<file path="config.mk">
export PLATFORM = sky130hd
export DESIGN_NAME = tccp_top
export DESIGN_NICKNAME = d
export VERILOG_FILES = /design/src/core/tccp_pkg.sv /design/src/core/tccp_ch_if.sv /design/src/core/tccp_chan.sv /design/src/core/tccp_top.sv
export SDC_FILE = /design/constraint.sdc
export NUM_CORES = 1
export LEC_CHECK = 0
export BUFFER_PORTS_ARGS = -buffer_cell sky130_fd_sc_hd__buf_2
export CORE_MARGIN = 8
export CORE_UTILIZATION = 58
export CTS_BUF_LIST = sky130_fd_sc_hd__clkbuf_8
export DETAILED_ROUTE_END_ITERATION = 7
export PLACE_DENSITY_LB_ADDON = 0.15
export SLEW_MARGIN = 40
export SYNTH_ARGS = -nofsm -noshare
export SYNTH_HDL_FRONTEND = slang
export SYNTH_SLANG_ARGS = --single-unit
</file>
<file path="constraint.sdc">
create_clock -name clk_i -period 7.15 [get_ports clk_i]
set_input_delay 0.3575 -clock clk_i [delete_from_list [all_inputs] [get_ports clk_i]]
set_output_delay 0.3575 -clock clk_i [all_outputs]
set_load 0.03 [all_outputs]
</file>
<file path="src/core/tccp_pkg.sv">
// tccp_pkg: register map, field positions, reset values and mode decoding
package tccp_pkg;

  // ==========================================================
  // register byte addresses
  localparam logic [7:0] OFF_MAIN = 8'h00;
  localparam logic [7:0] OFF_CNT_HI = 8'h04;
  localparam logic [7:0] OFF_CNT_LO = 8'h08;
  localparam logic [7:0] OFF_LIM_HI = 8'h0C;
  localparam logic [7:0] OFF_LIM_LO = 8'h10;
  localparam logic [7:0] OFF_CH0_CTL = 8'h14;
  localparam logic [7:0] OFF_CH0_HI = 8'h18;
  localparam logic [7:0] OFF_CH0_LO = 8'h1C;
  localparam logic [7:0] OFF_CH1_CTL = 8'h20;
  localparam logic [7:0] OFF_CH1_HI = 8'h24;
  localparam logic [7:0] OFF_CH1_LO = 8'h28;

  // ==========================================================
  // main_timer_control fields
  localparam int MC_OVF = 7;
  localparam int MC_OVIE = 6;
  localparam int MC_HALT = 5;
  localparam int MC_CLR = 4;
  localparam int MC_DIV_LSB = 0;

  // ==========================================================
  // channel control fields
  localparam int CC_FLAG = 7;
  localparam int CC_IE = 6;
  localparam int CC_LINK = 5;
  localparam int CC_SEL = 4;
  localparam int CC_ELH = 3;
  localparam int CC_ELL = 2;
  localparam int CC_TOW = 1;
  localparam int CC_MAX = 0;

  // ==========================================================
  // reset values and sizes
  localparam logic HALT_RST = 1'b1;
  localparam logic PIN_RST = 1'b1;
  localparam logic [2:0] DIV_SEL_RST = 3'h0;
  localparam logic [15:0] LIM_RST = 16'hFFFF;
  localparam int DIV_W = 6;

  // ==========================================================
  // edge/level codes
  localparam logic [1:0] EL_NONE = 2'h0;
  localparam logic [1:0] EL_TOG = 2'h1;
  localparam logic [1:0] EL_CLR = 2'h2;
  localparam logic [1:0] EL_SET = 2'h3;

  typedef enum logic [1:0] {
    MD_PRESET,
    MD_CAPTURE,
    MD_COMPARE,
    MD_BUFFER
  } tccp_mode_t;

  function automatic tccp_mode_t tccp_mode(input logic link,
                                           input logic sel,
                                           input logic [1:0] el);
    if (link && el != EL_NONE) begin
      return MD_BUFFER;
    end else if (sel) begin
      return MD_COMPARE;
    end else if (el != EL_NONE) begin
      return MD_CAPTURE;
    end else begin
      return MD_PRESET;
    end
  endfunction

endpackage

</file>
<file path="src/core/tccp_ch_if.sv">
// tccp_ch_if: signals between the timer core and one channel
interface tccp_ch_if;
  import tccp_pkg::*;
  logic upd;
  logic wrap;
  logic halt;
  logic en;
  logic link;
  logic sel;
  logic [1:0] el;
  logic tov;
  logic maxf;
  logic [15:0] cnt;
  logic [15:0] cmp_val;
  logic cmp_blk;
  logic cap_blk;
  logic evt;
  logic pin_o;
  logic pin_oe;

  modport core (
    output upd, wrap, halt, en, link, sel, el, tov, maxf, cnt, cmp_val,
    output cmp_blk, cap_blk,
    input evt, pin_o, pin_oe
  );
  modport chan (
    input upd, wrap, halt, en, link, sel, el, tov, maxf, cnt, cmp_val,
    input cmp_blk, cap_blk,
    output evt, pin_o, pin_oe
  );
endinterface

</file>
<file path="src/core/tccp_chan.sv">
// tccp_chan: one capture/compare channel with its pin logic
module tccp_chan
  import tccp_pkg::*;
(
  // clock and reset
  input wire logic clk_i,
  input wire logic reset_n_i,
  // pin input
  input wire logic pin_i,
  // core side
  tccp_ch_if.chan ch
);

  typedef struct packed {
    logic [2:0] sync;
    logic lvl;
    logic pin;
    logic oe;
    logic maxe;
  } tccp_chst_t;

  localparam tccp_chst_t CH_RST = '{pin: PIN_RST, default: '0};

  tccp_chst_t st_reg;
  tccp_chst_t st_next;
  tccp_mode_t mode;
  logic cmp;
  logic edge_hit;
  logic cap;
  logic match;

  // ==========================================================
  // event detection
  assign mode = tccp_mode(ch.link, ch.sel, ch.el);
  assign cmp = (mode == MD_COMPARE) || (mode == MD_BUFFER);
  // a change counts only once the last two sync stages agree
  assign edge_hit = (st_reg.sync[1] == st_reg.sync[2])
                 && (st_reg.sync[2] != st_reg.lvl)
                 && (st_reg.sync[2] ? ch.el[0] : ch.el[1]);
  assign cap = ch.en && (mode == MD_CAPTURE) && edge_hit
            && !ch.halt && !ch.cap_blk;
  assign match = ch.en && cmp && ch.upd && (ch.cnt == ch.cmp_val)
              && !ch.cmp_blk;
  assign ch.evt = cap || match;
  assign ch.pin_o = st_reg.pin;
  assign ch.pin_oe = st_reg.oe;

  // ==========================================================
  // pin state
  always_comb begin
    st_next = st_reg;
    st_next.sync = {st_reg.sync[1:0], pin_i};
    if (st_reg.sync[1] == st_reg.sync[2]) begin
      st_next.lvl = st_reg.sync[2];
    end
    // full duty is sampled per period, so it acts from the next one
    if (ch.wrap) begin
      st_next.maxe = ch.maxf;
    end
    st_next.oe = ch.en && (ch.el != EL_NONE) && cmp;
    if (ch.el == EL_NONE) begin
      st_next.pin = !ch.sel;
    end else if (cmp) begin
      if (ch.wrap && ch.tov) begin
        // a full-duty period holds its level instead of toggling
        if (st_reg.maxe && ch.el == EL_CLR) begin
          st_next.pin = 1'b1;
        end else if (st_reg.maxe && ch.el == EL_SET) begin
          st_next.pin = 1'b0;
        end else if (!st_reg.maxe) begin
          st_next.pin = !st_reg.pin;
        end
      end else if (match && !(ch.tov && st_reg.maxe)) begin
        case (ch.el)
          EL_TOG: st_next.pin = !st_reg.pin;
          EL_CLR: st_next.pin = 1'b0;
          EL_SET: st_next.pin = 1'b1;
          default: st_next.pin = st_reg.pin;
        endcase
      end
    end
  end

  always_ff @(posedge clk_i) begin
    if (!reset_n_i) begin
      st_reg <= CH_RST;
    end else begin
      st_reg <= st_next;
    end
  end

endmodule

</file>
<file path="src/core/tccp_top.sv">
// tccp_top: 16-bit timer with two capture/compare/pwm channels, apb slave
//
// Added by the designer: the register offsets and the APB interface to the registers.
module tccp_top
  import tccp_pkg::*;
#(
  parameter int ADDR_W = 8
) (
  // clock and reset
  input wire logic clk_i,
  input wire logic reset_n_i,
  // apb slave
  input wire logic [ADDR_W-1:0] paddr_i,
  input wire logic psel_i,
  input wire logic penable_i,
  input wire logic pwrite_i,
  input wire logic [31:0] pwdata_i,
  input wire logic [3:0] pstrb_i,
  output logic [31:0] prdata_o,
  output logic pready_o,
  output logic pslverr_o,
  // channel pins
  input wire logic [1:0] ch_pin_i,
  output logic [1:0] ch_pin_o,
  output logic [1:0] ch_pin_oe_o,
  // interrupt requests
  output logic ovf_irq_o,
  output logic [1:0] ch_irq_o
);

  // ==========================================================
  // elaboration check
  if (ADDR_W < 8) begin : g_bad_addr
    $error("tccp_top: ADDR_W must be at least 8");
  end

  typedef enum logic [3:0] {
    SEL_NONE,
    SEL_MAIN,
    SEL_CNT_HI,
    SEL_CNT_LO,
    SEL_LIM_HI,
    SEL_LIM_LO,
    SEL_CH_CTL,
    SEL_CH_HI,
    SEL_CH_LO
  } tccp_sel_t;

  typedef struct packed {
    logic rdy;
    logic err;
    logic [7:0] rdata;
    logic ovf;
    logic ovf_arm;
    logic ovie;
    logic halt;
    logic [2:0] div_sel;
    logic [DIV_W-1:0] div;
    logic [15:0] cnt;
    logic [7:0] cnt_lat;
    logic lat_v;
    logic upd;
    logic wrap;
    logic [15:0] lim;
    logic lim_inh;
    logic [1:0] flag;
    logic [1:0] arm;
    logic [1:0] ie;
    logic link;
    logic [1:0] sel;
    logic [1:0][1:0] el;
    logic [1:0] tov;
    logic [1:0] maxf;
    logic [1:0][15:0] val;
    logic [1:0] cap_blk;
    logic [1:0] cmp_blk;
    logic buf_sel;
    logic buf_pend;
    logic irq_ovf;
    logic [1:0] irq_ch;
  } tccp_state_t;

  localparam tccp_state_t ST_RST = '{
    halt: HALT_RST,
    div_sel: DIV_SEL_RST,
    lim: LIM_RST,
    default: '0
  };

  // ==========================================================
  // address decoding
  function automatic tccp_sel_t dec_sel(input logic [ADDR_W-1:0] a);
    logic [7:0] o;
    o = a[7:0];
    if ((a >> 8) != '0) begin
      return SEL_NONE;
    end else if (o == OFF_MAIN) begin
      return SEL_MAIN;
    end else if (o == OFF_CNT_HI) begin
      return SEL_CNT_HI;
    end else if (o == OFF_CNT_LO) begin
      return SEL_CNT_LO;
    end else if (o == OFF_LIM_HI) begin
      return SEL_LIM_HI;
    end else if (o == OFF_LIM_LO) begin
      return SEL_LIM_LO;
    end else if (o == OFF_CH0_CTL || o == OFF_CH1_CTL) begin
      return SEL_CH_CTL;
    end else if (o == OFF_CH0_HI || o == OFF_CH1_HI) begin
      return SEL_CH_HI;
    end else if (o == OFF_CH0_LO || o == OFF_CH1_LO) begin
      return SEL_CH_LO;
    end else begin
      return SEL_NONE;
    end
  endfunction

  function automatic logic dec_ch(input logic [ADDR_W-1:0] a);
    logic [7:0] o;
    o = a[7:0];
    if (o == OFF_CH1_CTL || o == OFF_CH1_HI || o == OFF_CH1_LO) begin
      return 1'b1;
    end else begin
      return 1'b0;
    end
  endfunction

  // divider mask: select 7 is treated like 6
  function automatic logic [DIV_W-1:0] div_mask(input logic [2:0] s);
    if (s > 3'h6) begin
      return '1;
    end else begin
      return DIV_W'((1 << s) - 1);
    end
  endfunction

  tccp_state_t st_reg;
  tccp_state_t st_next;
  tccp_mode_t [1:0] mode;
  logic [1:0] evt;
  logic [1:0] pin_o;
  logic [1:0] pin_oe;
  logic acc;
  logic rd_cap;
  logic wr;
  logic ovf_set;
  logic tick;
  tccp_sel_t rsel;
  logic rch;
  logic [7:0] wd;

  assign acc = psel_i && penable_i;
  assign rd_cap = acc && !st_reg.rdy && !pwrite_i;
  assign wr = acc && st_reg.rdy && pwrite_i && pstrb_i[0];
  assign rsel = dec_sel(paddr_i);
  assign rch = dec_ch(paddr_i);
  assign wd = pwdata_i[7:0];
  assign tick = (st_reg.div & div_mask(st_reg.div_sel))
             == div_mask(st_reg.div_sel);
  assign ovf_set = st_reg.wrap && !st_reg.lim_inh;

  // ==========================================================
  // channels
  for (genvar g = 0; g < 2; g++) begin : g_ch
    tccp_ch_if chif ();
    assign mode[g] = tccp_mode((g == 0) && st_reg.link, st_reg.sel[g],
                               st_reg.el[g]);
    assign chif.upd = st_reg.upd;
    assign chif.wrap = st_reg.wrap;
    assign chif.halt = st_reg.halt;
    assign chif.en = (g == 0) || !st_reg.link;
    assign chif.link = (g == 0) && st_reg.link;
    assign chif.sel = st_reg.sel[g];
    assign chif.el = st_reg.el[g];
    assign chif.tov = st_reg.tov[g];
    assign chif.maxf = st_reg.maxf[g];
    assign chif.cnt = st_reg.cnt;
    // linked pair: channel 0 compares against the register last loaded before the latest wrap
    assign chif.cmp_val = ((g == 0) && st_reg.link && st_reg.buf_sel)
                        ? st_reg.val[1] : st_reg.val[g];
    assign chif.cmp_blk = st_reg.cmp_blk[g]
                        || ((g == 0) && st_reg.link && st_reg.cmp_blk[1]);
    assign chif.cap_blk = st_reg.cap_blk[g];
    assign evt[g] = chif.evt;
    assign pin_o[g] = chif.pin_o;
    assign pin_oe[g] = chif.pin_oe;
    tccp_chan u_chan (
      .clk_i(clk_i),
      .reset_n_i(reset_n_i),
      .pin_i(ch_pin_i[g]),
      .ch(chif)
    );
  end

  // ==========================================================
  // next state
  always_comb begin
    st_next = st_reg;
    st_next.upd = 1'b0;
    st_next.wrap = 1'b0;

    // prescaler and counter
    if (!st_reg.halt) begin
      st_next.div = st_reg.div + 1'b1;
      if (tick) begin
        st_next.upd = 1'b1;
        if (st_reg.cnt == st_reg.lim) begin
          st_next.cnt = '0;
          st_next.wrap = 1'b1;
        end else begin
          st_next.cnt = st_reg.cnt + 16'h0001;
        end
      end
    end
    if (ovf_set) begin
      st_next.ovf = 1'b1;
      st_next.ovf_arm = 1'b0;
    end
    if (st_reg.wrap) begin
      st_next.buf_sel = st_reg.buf_pend;
    end

    // channel events
    for (int i = 0; i < 2; i++) begin
      if (evt[i]) begin
        st_next.flag[i] = 1'b1;
        st_next.arm[i] = 1'b0;
        if (mode[i] == MD_CAPTURE) begin
          st_next.val[i] = st_reg.cnt;
        end
      end
    end

    // apb: one wait state, read effects at the wait-state edge, one edge before the data is taken
    st_next.rdy = acc && !st_reg.rdy;
    if (acc && !st_reg.rdy) begin
      st_next.rdata = 8'h00;
      st_next.err = (rsel == SEL_NONE);
    end
    if (rd_cap) begin
      case (rsel)
        SEL_MAIN: begin
          st_next.rdata = {st_reg.ovf, st_reg.ovie, st_reg.halt, 2'b00,
                           st_reg.div_sel};
          if (st_reg.ovf && !ovf_set) begin
            st_next.ovf_arm = 1'b1;
          end
        end
        SEL_CNT_HI: begin
          st_next.rdata = st_reg.cnt[15:8];
          if (!st_reg.lat_v) begin
            st_next.cnt_lat = st_reg.cnt[7:0];
            st_next.lat_v = 1'b1;
          end
        end
        SEL_CNT_LO: begin
          st_next.rdata = st_reg.lat_v ? st_reg.cnt_lat : st_reg.cnt[7:0];
          st_next.lat_v = 1'b0;
        end
        SEL_LIM_HI: st_next.rdata = st_reg.lim[15:8];
        SEL_LIM_LO: st_next.rdata = st_reg.lim[7:0];
        SEL_CH_CTL: begin
          st_next.rdata = {st_reg.flag[rch], st_reg.ie[rch],
                           st_reg.link && !rch, st_reg.sel[rch],
                           st_reg.el[rch], st_reg.tov[rch],
                           st_reg.maxf[rch]};
          if (st_reg.flag[rch] && !evt[rch]) begin
            st_next.arm[rch] = 1'b1;
          end
        end
        SEL_CH_HI: begin
          st_next.rdata = st_reg.val[rch][15:8];
          if (mode[rch] == MD_CAPTURE) begin
            st_next.cap_blk[rch] = 1'b1;
          end
        end
        SEL_CH_LO: begin
          st_next.rdata = st_reg.val[rch][7:0];
          st_next.cap_blk[rch] = 1'b0;
        end
        default: st_next.rdata = 8'h00;
      endcase
    end

    // apb writes take effect at the completing edge
    if (wr) begin
      case (rsel)
        SEL_MAIN: begin
          st_next.ovie = wd[MC_OVIE];
          st_next.halt = wd[MC_HALT];
          st_next.div_sel = wd[MC_DIV_LSB +: 3];
          if (!wd[MC_OVF] && st_reg.ovf_arm && !ovf_set) begin
            st_next.ovf = 1'b0;
          end
          st_next.ovf_arm = 1'b0;
          if (wd[MC_CLR]) begin
            st_next.cnt = '0;
            st_next.div = '0;
            st_next.lat_v = 1'b0;
            st_next.upd = 1'b0;
            st_next.wrap = 1'b0;
          end
        end
        SEL_LIM_HI: begin
          st_next.lim[15:8] = wd;
          st_next.lim_inh = 1'b1;
        end
        SEL_LIM_LO: begin
          st_next.lim[7:0] = wd;
          st_next.lim_inh = 1'b0;
        end
        SEL_CH_CTL: begin
          if (!(rch && st_reg.link)) begin
            st_next.ie[rch] = wd[CC_IE];
            st_next.sel[rch] = wd[CC_SEL];
            st_next.el[rch] = {wd[CC_ELH], wd[CC_ELL]};
            st_next.tov[rch] = wd[CC_TOW];
            st_next.maxf[rch] = wd[CC_MAX];
            if (!rch) begin
              st_next.link = wd[CC_LINK];
            end
            if (!wd[CC_FLAG] && st_reg.arm[rch] && !evt[rch]) begin
              st_next.flag[rch] = 1'b0;
            end
            st_next.arm[rch] = 1'b0;
          end
        end
        SEL_CH_HI: begin
          st_next.val[rch][15:8] = wd;
          if (st_reg.sel[rch] || st_reg.link) begin
            st_next.cmp_blk[rch] = 1'b1;
          end
          st_next.buf_pend = rch;
        end
        SEL_CH_LO: begin
          st_next.val[rch][7:0] = wd;
          st_next.cmp_blk[rch] = 1'b0;
          st_next.buf_pend = rch;
        end
        default: st_next.err = st_reg.err;
      endcase
    end

    // interrupt requests follow flag and enable
    st_next.irq_ovf = st_next.ovf && st_next.ovie;
    st_next.irq_ch = st_next.flag & st_next.ie;
  end

  always_ff @(posedge clk_i) begin
    if (!reset_n_i) begin
      st_reg <= ST_RST;
    end else begin
      st_reg <= st_next;
    end
  end

  // ==========================================================
  // outputs
  assign prdata_o = {24'h000000, st_reg.rdata};
  assign pready_o = st_reg.rdy;
  assign pslverr_o = st_reg.err;
  assign ch_pin_o = pin_o;
  assign ch_pin_oe_o = pin_oe;
  assign ovf_irq_o = st_reg.irq_ovf;
  assign ch_irq_o = st_reg.irq_ch;

endmodule

</file>
Word level (Yosys, flattened, before mapping) --
Index checks and enable logic that the tools add are counted.
Cells by class: add/subtract/negate cells 3, $lt $le $gt $ge 3, equality and inequality tests 44, shifts and indexed selects 1, muxes and demuxes 117, bitwise gates (word level) 13, reduce and logical (&&, ||, !) cells 110
Operators with widths (number):
- $mux W16 | 10
- $mux W69 | 1
- $bwmux W32 | 2
- $pmux W32 S2 | 1
- $pmux W8 S8 | 1
- $mux W29 | 2
- $logic_and A1 B1 Y1 | 51
- $eq A16 B16 Y1 | 3
- $mux W1 | 47
- $mux W22 | 2
- $mux W8 | 5
- $mux W17 | 2
- $mux W2 | 17
- $demux W16 S1 | 2
- $eq A8 B5 Y1 const B | 4
- $mux W4 | 8
- $eq A8 B6 Y1 const B | 3
- $logic_not A1 Y1 | 19
- $add A16 B1 Y16 const B | 1
- $eq A2 B2 Y1 const B | 8
- $eq A4 B3 Y1 const B | 4
- $eq A8 B4 Y1 const B | 2
- $reduce_bool A2 Y1 | 7
- $reduce_and A3 Y1 | 4
- 41 further kinds | 85
Word-level totals: register bits 139, input bits 51, output and inout port bits 41, word-level logic and storage cells 335

Depth between registers and ports, before layout --
depth in word-level cells 22, depth in mapped cells 10, depth with buffers taken out 6

Hierarchy --
Synthesis repeated with hierarchy kept, for this count alone.
Second synthesis, totals: cells, all modules 965, area, all modules 8091.5 µm²
Modules (own cells, without submodules):
- tccp_top | times used 1, cells an instance 819, area an instance 6830.3 µm², sequential area each 2502.4 µm²
- tccp_chan | times used 2, cells an instance 73, area an instance 630.6 µm², sequential area each 140.1 µm²

Worst setup path after synthesis --
Ideal clock, no wire load.
path type input-to-reg, from input port paddr_i[7], to register st_reg, in the netlist g_ch[0].chif.cnt[11], library setup time 0.115 ns, arrival 2.384 ns, required time 7.035 ns, path slack 4.651 ns, stages 9, path buffers 3, cells stage by stage or4_4 or3_1 buf_2 or2_1 buf_6 o41ai_4 o21bai_2 buf_6 nor2_1
On the way: longest elaborated chain between the ends 13, elaborated cells between the ends (all ways) 25, those cells by class eq/ne (11); mux (10); reduce/logical (4)
RTL lines:
- from (decl) | line tccp_top.sv:13 | input wire logic [ADDR_W-1:0] paddr_i,
- $eq A8 B5 Y1 / $eq A8 B6 Y1 (equally long branches) | line tccp_top.sv:111 | end else if (o == OFF_CH0_LO || o == OFF_CH1_LO) begin
- $logic_or A1 B1 Y1 | line tccp_top.sv:111
- $mux W4 | line tccp_top.sv:111
- $mux W4 | line tccp_top.sv:109 | end else if (o == OFF_CH0_HI || o == OFF_CH1_HI) begin
- $mux W4 | line tccp_top.sv:107 | end else if (o == OFF_CH0_CTL || o == OFF_CH1_CTL) begin
- $mux W4 | line tccp_top.sv:105 | end else if (o == OFF_LIM_LO) begin
- $mux W4 | line tccp_top.sv:103 | end else if (o == OFF_LIM_HI) begin
- $mux W4 | line tccp_top.sv:101 | end else if (o == OFF_CNT_LO) begin
- $mux W4 | line tccp_top.sv:99 | end else if (o == OFF_CNT_HI) begin
- $mux W4 * | line tccp_top.sv:97 | end else if (o == OFF_MAIN) begin
- $eq A4 B1 Y1 * | line tccp_top.sv:287 | case (rsel)
- $mux W29 * | line tccp_top.sv:287
- $mux W29 * | line tccp_top.sv:286 | if (wr) begin
- to (signal assigned) | line tccp_top.sv:353 | st_reg <= st_next;
- to (decl) | line tccp_top.sv:137 | tccp_state_t st_reg;
Mark *: on every way between the ends. The rest lies on a longest branch, timed or not. A chain may end at the register's enable or synchronous reset.

Final worst setup path --
from input port paddr_i[7], to register st_reg, in the netlist g_ch[0].chif.cnt[8]
Same word-level chain as after synthesis.

==> flow_metrics.py <==
metrics = {
    "power": {
        "p_leak_nw": 3.372,
        "max-vdd-ir-drop_v": 0.0001114,
        "power_density_mw_per_mm2": 185.2,
    },
    "worst_hold_path": {
        "hold_end": "g_ch[0].u_chan.st_next[5]",
        "worstHoldPathType": "in -> reg",
        "worstHoldStart": "ch_pin_i[0]",
        "hold_depth": 2,
    },
    "sta": {
        "holdWs_ns": 0.09784,
        "finalMaxSlewViolations": 0,
        "finalCritPeriodShare_pct": 39.88,
        "setup_viol": 0,
        "grt_setup_unrepaired": "false",
        "fin_setup_tns_ns": 0,
        "max_freq_ghz": 0.3507,
        "worstMarginPinSlew_ns": 0.8472,
        "final.min_clock_period_ns": 2.852,
        "max_slew_margin_pct": 43.52,
        "finClkSkew_ns": 0.01292,
        "hold_violations": 0,
    },
    "cells_and_area": {
        "multiInputGateArea_mm2": 0.004349,
        "layout-drive-gt1-share_pct": 10.69,
        "fin_cells": 1074,
        "areaGrowthSynthToFinish_pct": 4.743,
        "fillers": 1168,
        "final_nets": 938,
        "post-route-util_pct": 61.66,
        "n_antenna_cell": 0,
        "regArea_mm2": 0.002783,
        "fin_area_mm2": 0.008068,
    },
    "clock_tree": {
        "max-clock-path-buffers": 2,
        "clk_pin_slew_ns": 0.08,
        "clock_sinks": 139,
        "cts_root_buffer": "clkbuf_8",
        "cts.htree.levels": 4,
        "cts_tree": "yes",
        "clk_latency_ns": 0.46,
        "cts-buffers-inserted": 17,
        "cts_hold_buffers": 0,
        "post_cts_buffers": 0,
        "ctsResizeCount": 0,
    },
    "synthesis": {
        "synth_top_cell_by_area": "dfxtp_1",
        "yosysUniqueCellTypes": 68,
        "synth_top_area_share_pct": 36.13,
        "synth_seq_cells": 139,
        "synthCells": 911,
        "synth_area_leaders": "dfxtp_1, mux2i_1, nor2_1",
        "avgSynthCellArea_um2": 8.455,
        "synth_edf_count": 0,
        "synthArstFlopShare_pct": 0,
        "yosysWarnings": 0,
        "synthFlopType": "dfxtp_1",
        "seq_area_frac_synth_pct": 36.13,
        "syn-cell-area_mm2": 0.007702,
    },
    "place": {
        "postPlaceCellArea_mm2": 0.007672,
        "placed_cells": 1042,
        "finalWeightedCongestion": 0.9280,
        "dp_hpwl_mm": 15.38,
        "place.port_buffers": 40,
    },
    "drt": {
        "wl_mm": 22.19,
        "drc": 0,
        "dr.first_iter.drc_count": 645,
        "viasPerCell": 6.171,
        "firstDrtPassIters": 5,
        "via_count": 6628,
        "post_drt_wl_per_cell_um": 20.66,
        "drtAntennaViolNets": 0,
    },
    "setup_path": {
        "slowest_delay_ns": 0.79,
        "path_class": "in -> reg",
        "reg2regPathDepth": 6,
        "worstReg2RegStart": "g_ch[0].chif.link",
        "critPathLaunchType": "primary input",
        "crit_arrival_ns": 3.17,
        "r2r-end": "g_ch[0].u_chan.ch.pin_o",
        "r2r_slack_ns": 4.47,
        "endpoint_kind": "register",
        "cp_num_buf_inv": 1,
        "cp_max_fo": 14,
        "crit_slowest_cell": "o41ai_4",
        "critPathTopFamily": "simple AND/OR/NAND/NOR gates",
        "crit_required_ns": 7.47,
        "crit_start": "paddr_i[7]",
        "path_cells": "buf_2 > or4_4 > or3_1 > or2_1 > o41ai_4 > o21bai_2 > nor2_1",
    },
    "grt": {
        "gr-total-overflow": 0,
        "grt_pass1_vias": 6340,
        "grt_pass1_wl_mm": 34.94,
        "track_usage_pct": 25.58,
        "grt_start_max_net_pins": 76,
        "antenna_found_initial": 0,
    },
    "die": {
        "pin_count": 92,
        "start_util_pct": 58.86,
        "die_area_mm2": 0.01722,
        "die_w_um": 131.2,
        "core_area_mm2": 0.01309,
        "rows": 42,
        "die_y_um": 131.2,
    },
    "run": {
        "maxCapViolCount": 0,
    },
    "status": {
        "status": "finished clean",
    },
}
-- per-layer routing --
metal  vias to the layer above  wire length, um  global-route usage [%]
li1                       3086                -                       -
met1                      3174             9503                   32.17
met2                       304            10110                   40.18
met3                        64             1658                   5.869
met4                         0              920                   13.23
met5                         -                0                       0
-- per-stage QoR --
stage | power [mW] | setup WS, ns
2_1_floorplan | 0.8589 | 4.651
3_3_place_gp | 0.8696 | 3.658
3_5_place_dp | 0.8708 | 3.849
4_1_cts | 1.500 | 4.339
5_1_grt | 1.539 | 4.171
6_report | 1.494 | 4.298
-- how the worst max path moves through the flow --
stage | endpoint | slack [ns] | cells after the start
global route | g_ch[0].chif.cnt[8] | 4.17 | 7
detailed placement | g_ch[0].chif.cnt[12] | 3.85 | 7
global placement | ch_irq_o[1] | 3.66 | 7
CTS | g_ch[0].chif.cnt[8] | 4.34 | 7
floorplan | g_ch[0].chif.cnt[11] | 4.65 | 9
finish | g_ch[0].chif.cnt[8] | 4.30 | 7
-- cells in the mapped netlist, types with 3 or more instances --
cell,number
nor4_1,13
a21oi_1,16
nand2_1,71
o21ba_2,3
buf_1,5
o211ai_1,3
and4_1,3
a41oi_1,3
o221ai_1,5
nand3b_1,3
a31oi_1,5
nor2_1,115
or4_1,3
o221a_2,3
o21ai_0,28
or3_1,6
inv_1,16
mux2i_1,112
nand3_1,26
nor3_1,24
o22ai_1,16
xor2_1,35
clkbuf_1,62
nor2b_1,11
buf_4,38
buf_2,5
xnor2_1,25
and3_1,6
nand4_1,7
and2_1,12
o32ai_1,3
a211oi_1,40
dfxtp_1,139
clkbuf_2,3
nand2b_1,4
-- final cells by class --
cell class                      count  share of cell area (%)
Multi-Input combinational cell    663                   53.91
Clock buffer                       18                   3.071
Timing Repair Buffer               47                   3.179
Sequential cell                   139                   34.49
Clock inverter                     14                   1.830
Tap cell                          176                   2.730
Inverter                           17                  0.7909
-- placed cells by master, fill, tap and decap left out, drive strengths merged, types with 4 or more instances in the layout --
master and instances:
a21oi 16, nor3 24, or4 4, inv 19
nor2b 11, and3 6, nand4 8, xor2 35
and2 12, conb 24, buf 47, o221ai 5
clkinv 6, o22ai 16, nand3 26, clkbuf 18
dfxtp 139, nor2 115, mux2i 112, xnor2 25
o21ai 29, or3 6, nor4 14, nand2b 4
a31oi 5, clkinvlp 4, nand2 71, a211oi 41
-- cells by family after synthesis --
logic type                 Yosys count  share of synthesized area [%]
and+or+nand+nor                    317                          19.79
AOI/OAI and AO/OA                  147                          13.58
DFF                                139                          36.13
buffers and inverters              132                          8.609
muxes                              113                          14.70
xor gates and xnor gates            60                          6.823
adders and majority gates            2                         0.3248
other                                1                        0.04869
-- report_power, final --
| group | switching, mW | internal [mW] | leakage, nW |
|---|---|---|---|
| logic | 0.0619 | 0.0159 | 2.06 |
| registers | 0.00135 | 0.775 | 1.12 |
| clock network | 0.320 | 0.319 | 0.193 |
| total | 0.383 | 1.11 | 3.37 |
-- worst reg2reg max path: stages, from the launching register on --
cell	delay (ns)
dfxtp_1	0.62
nand2_1	0.40
nor4_1	0.40
a31oi_1	0.11
or4_1	0.57
o21ai_0	0.29
mux2i_1	0.22
Power figures use the tool's default switching activity.
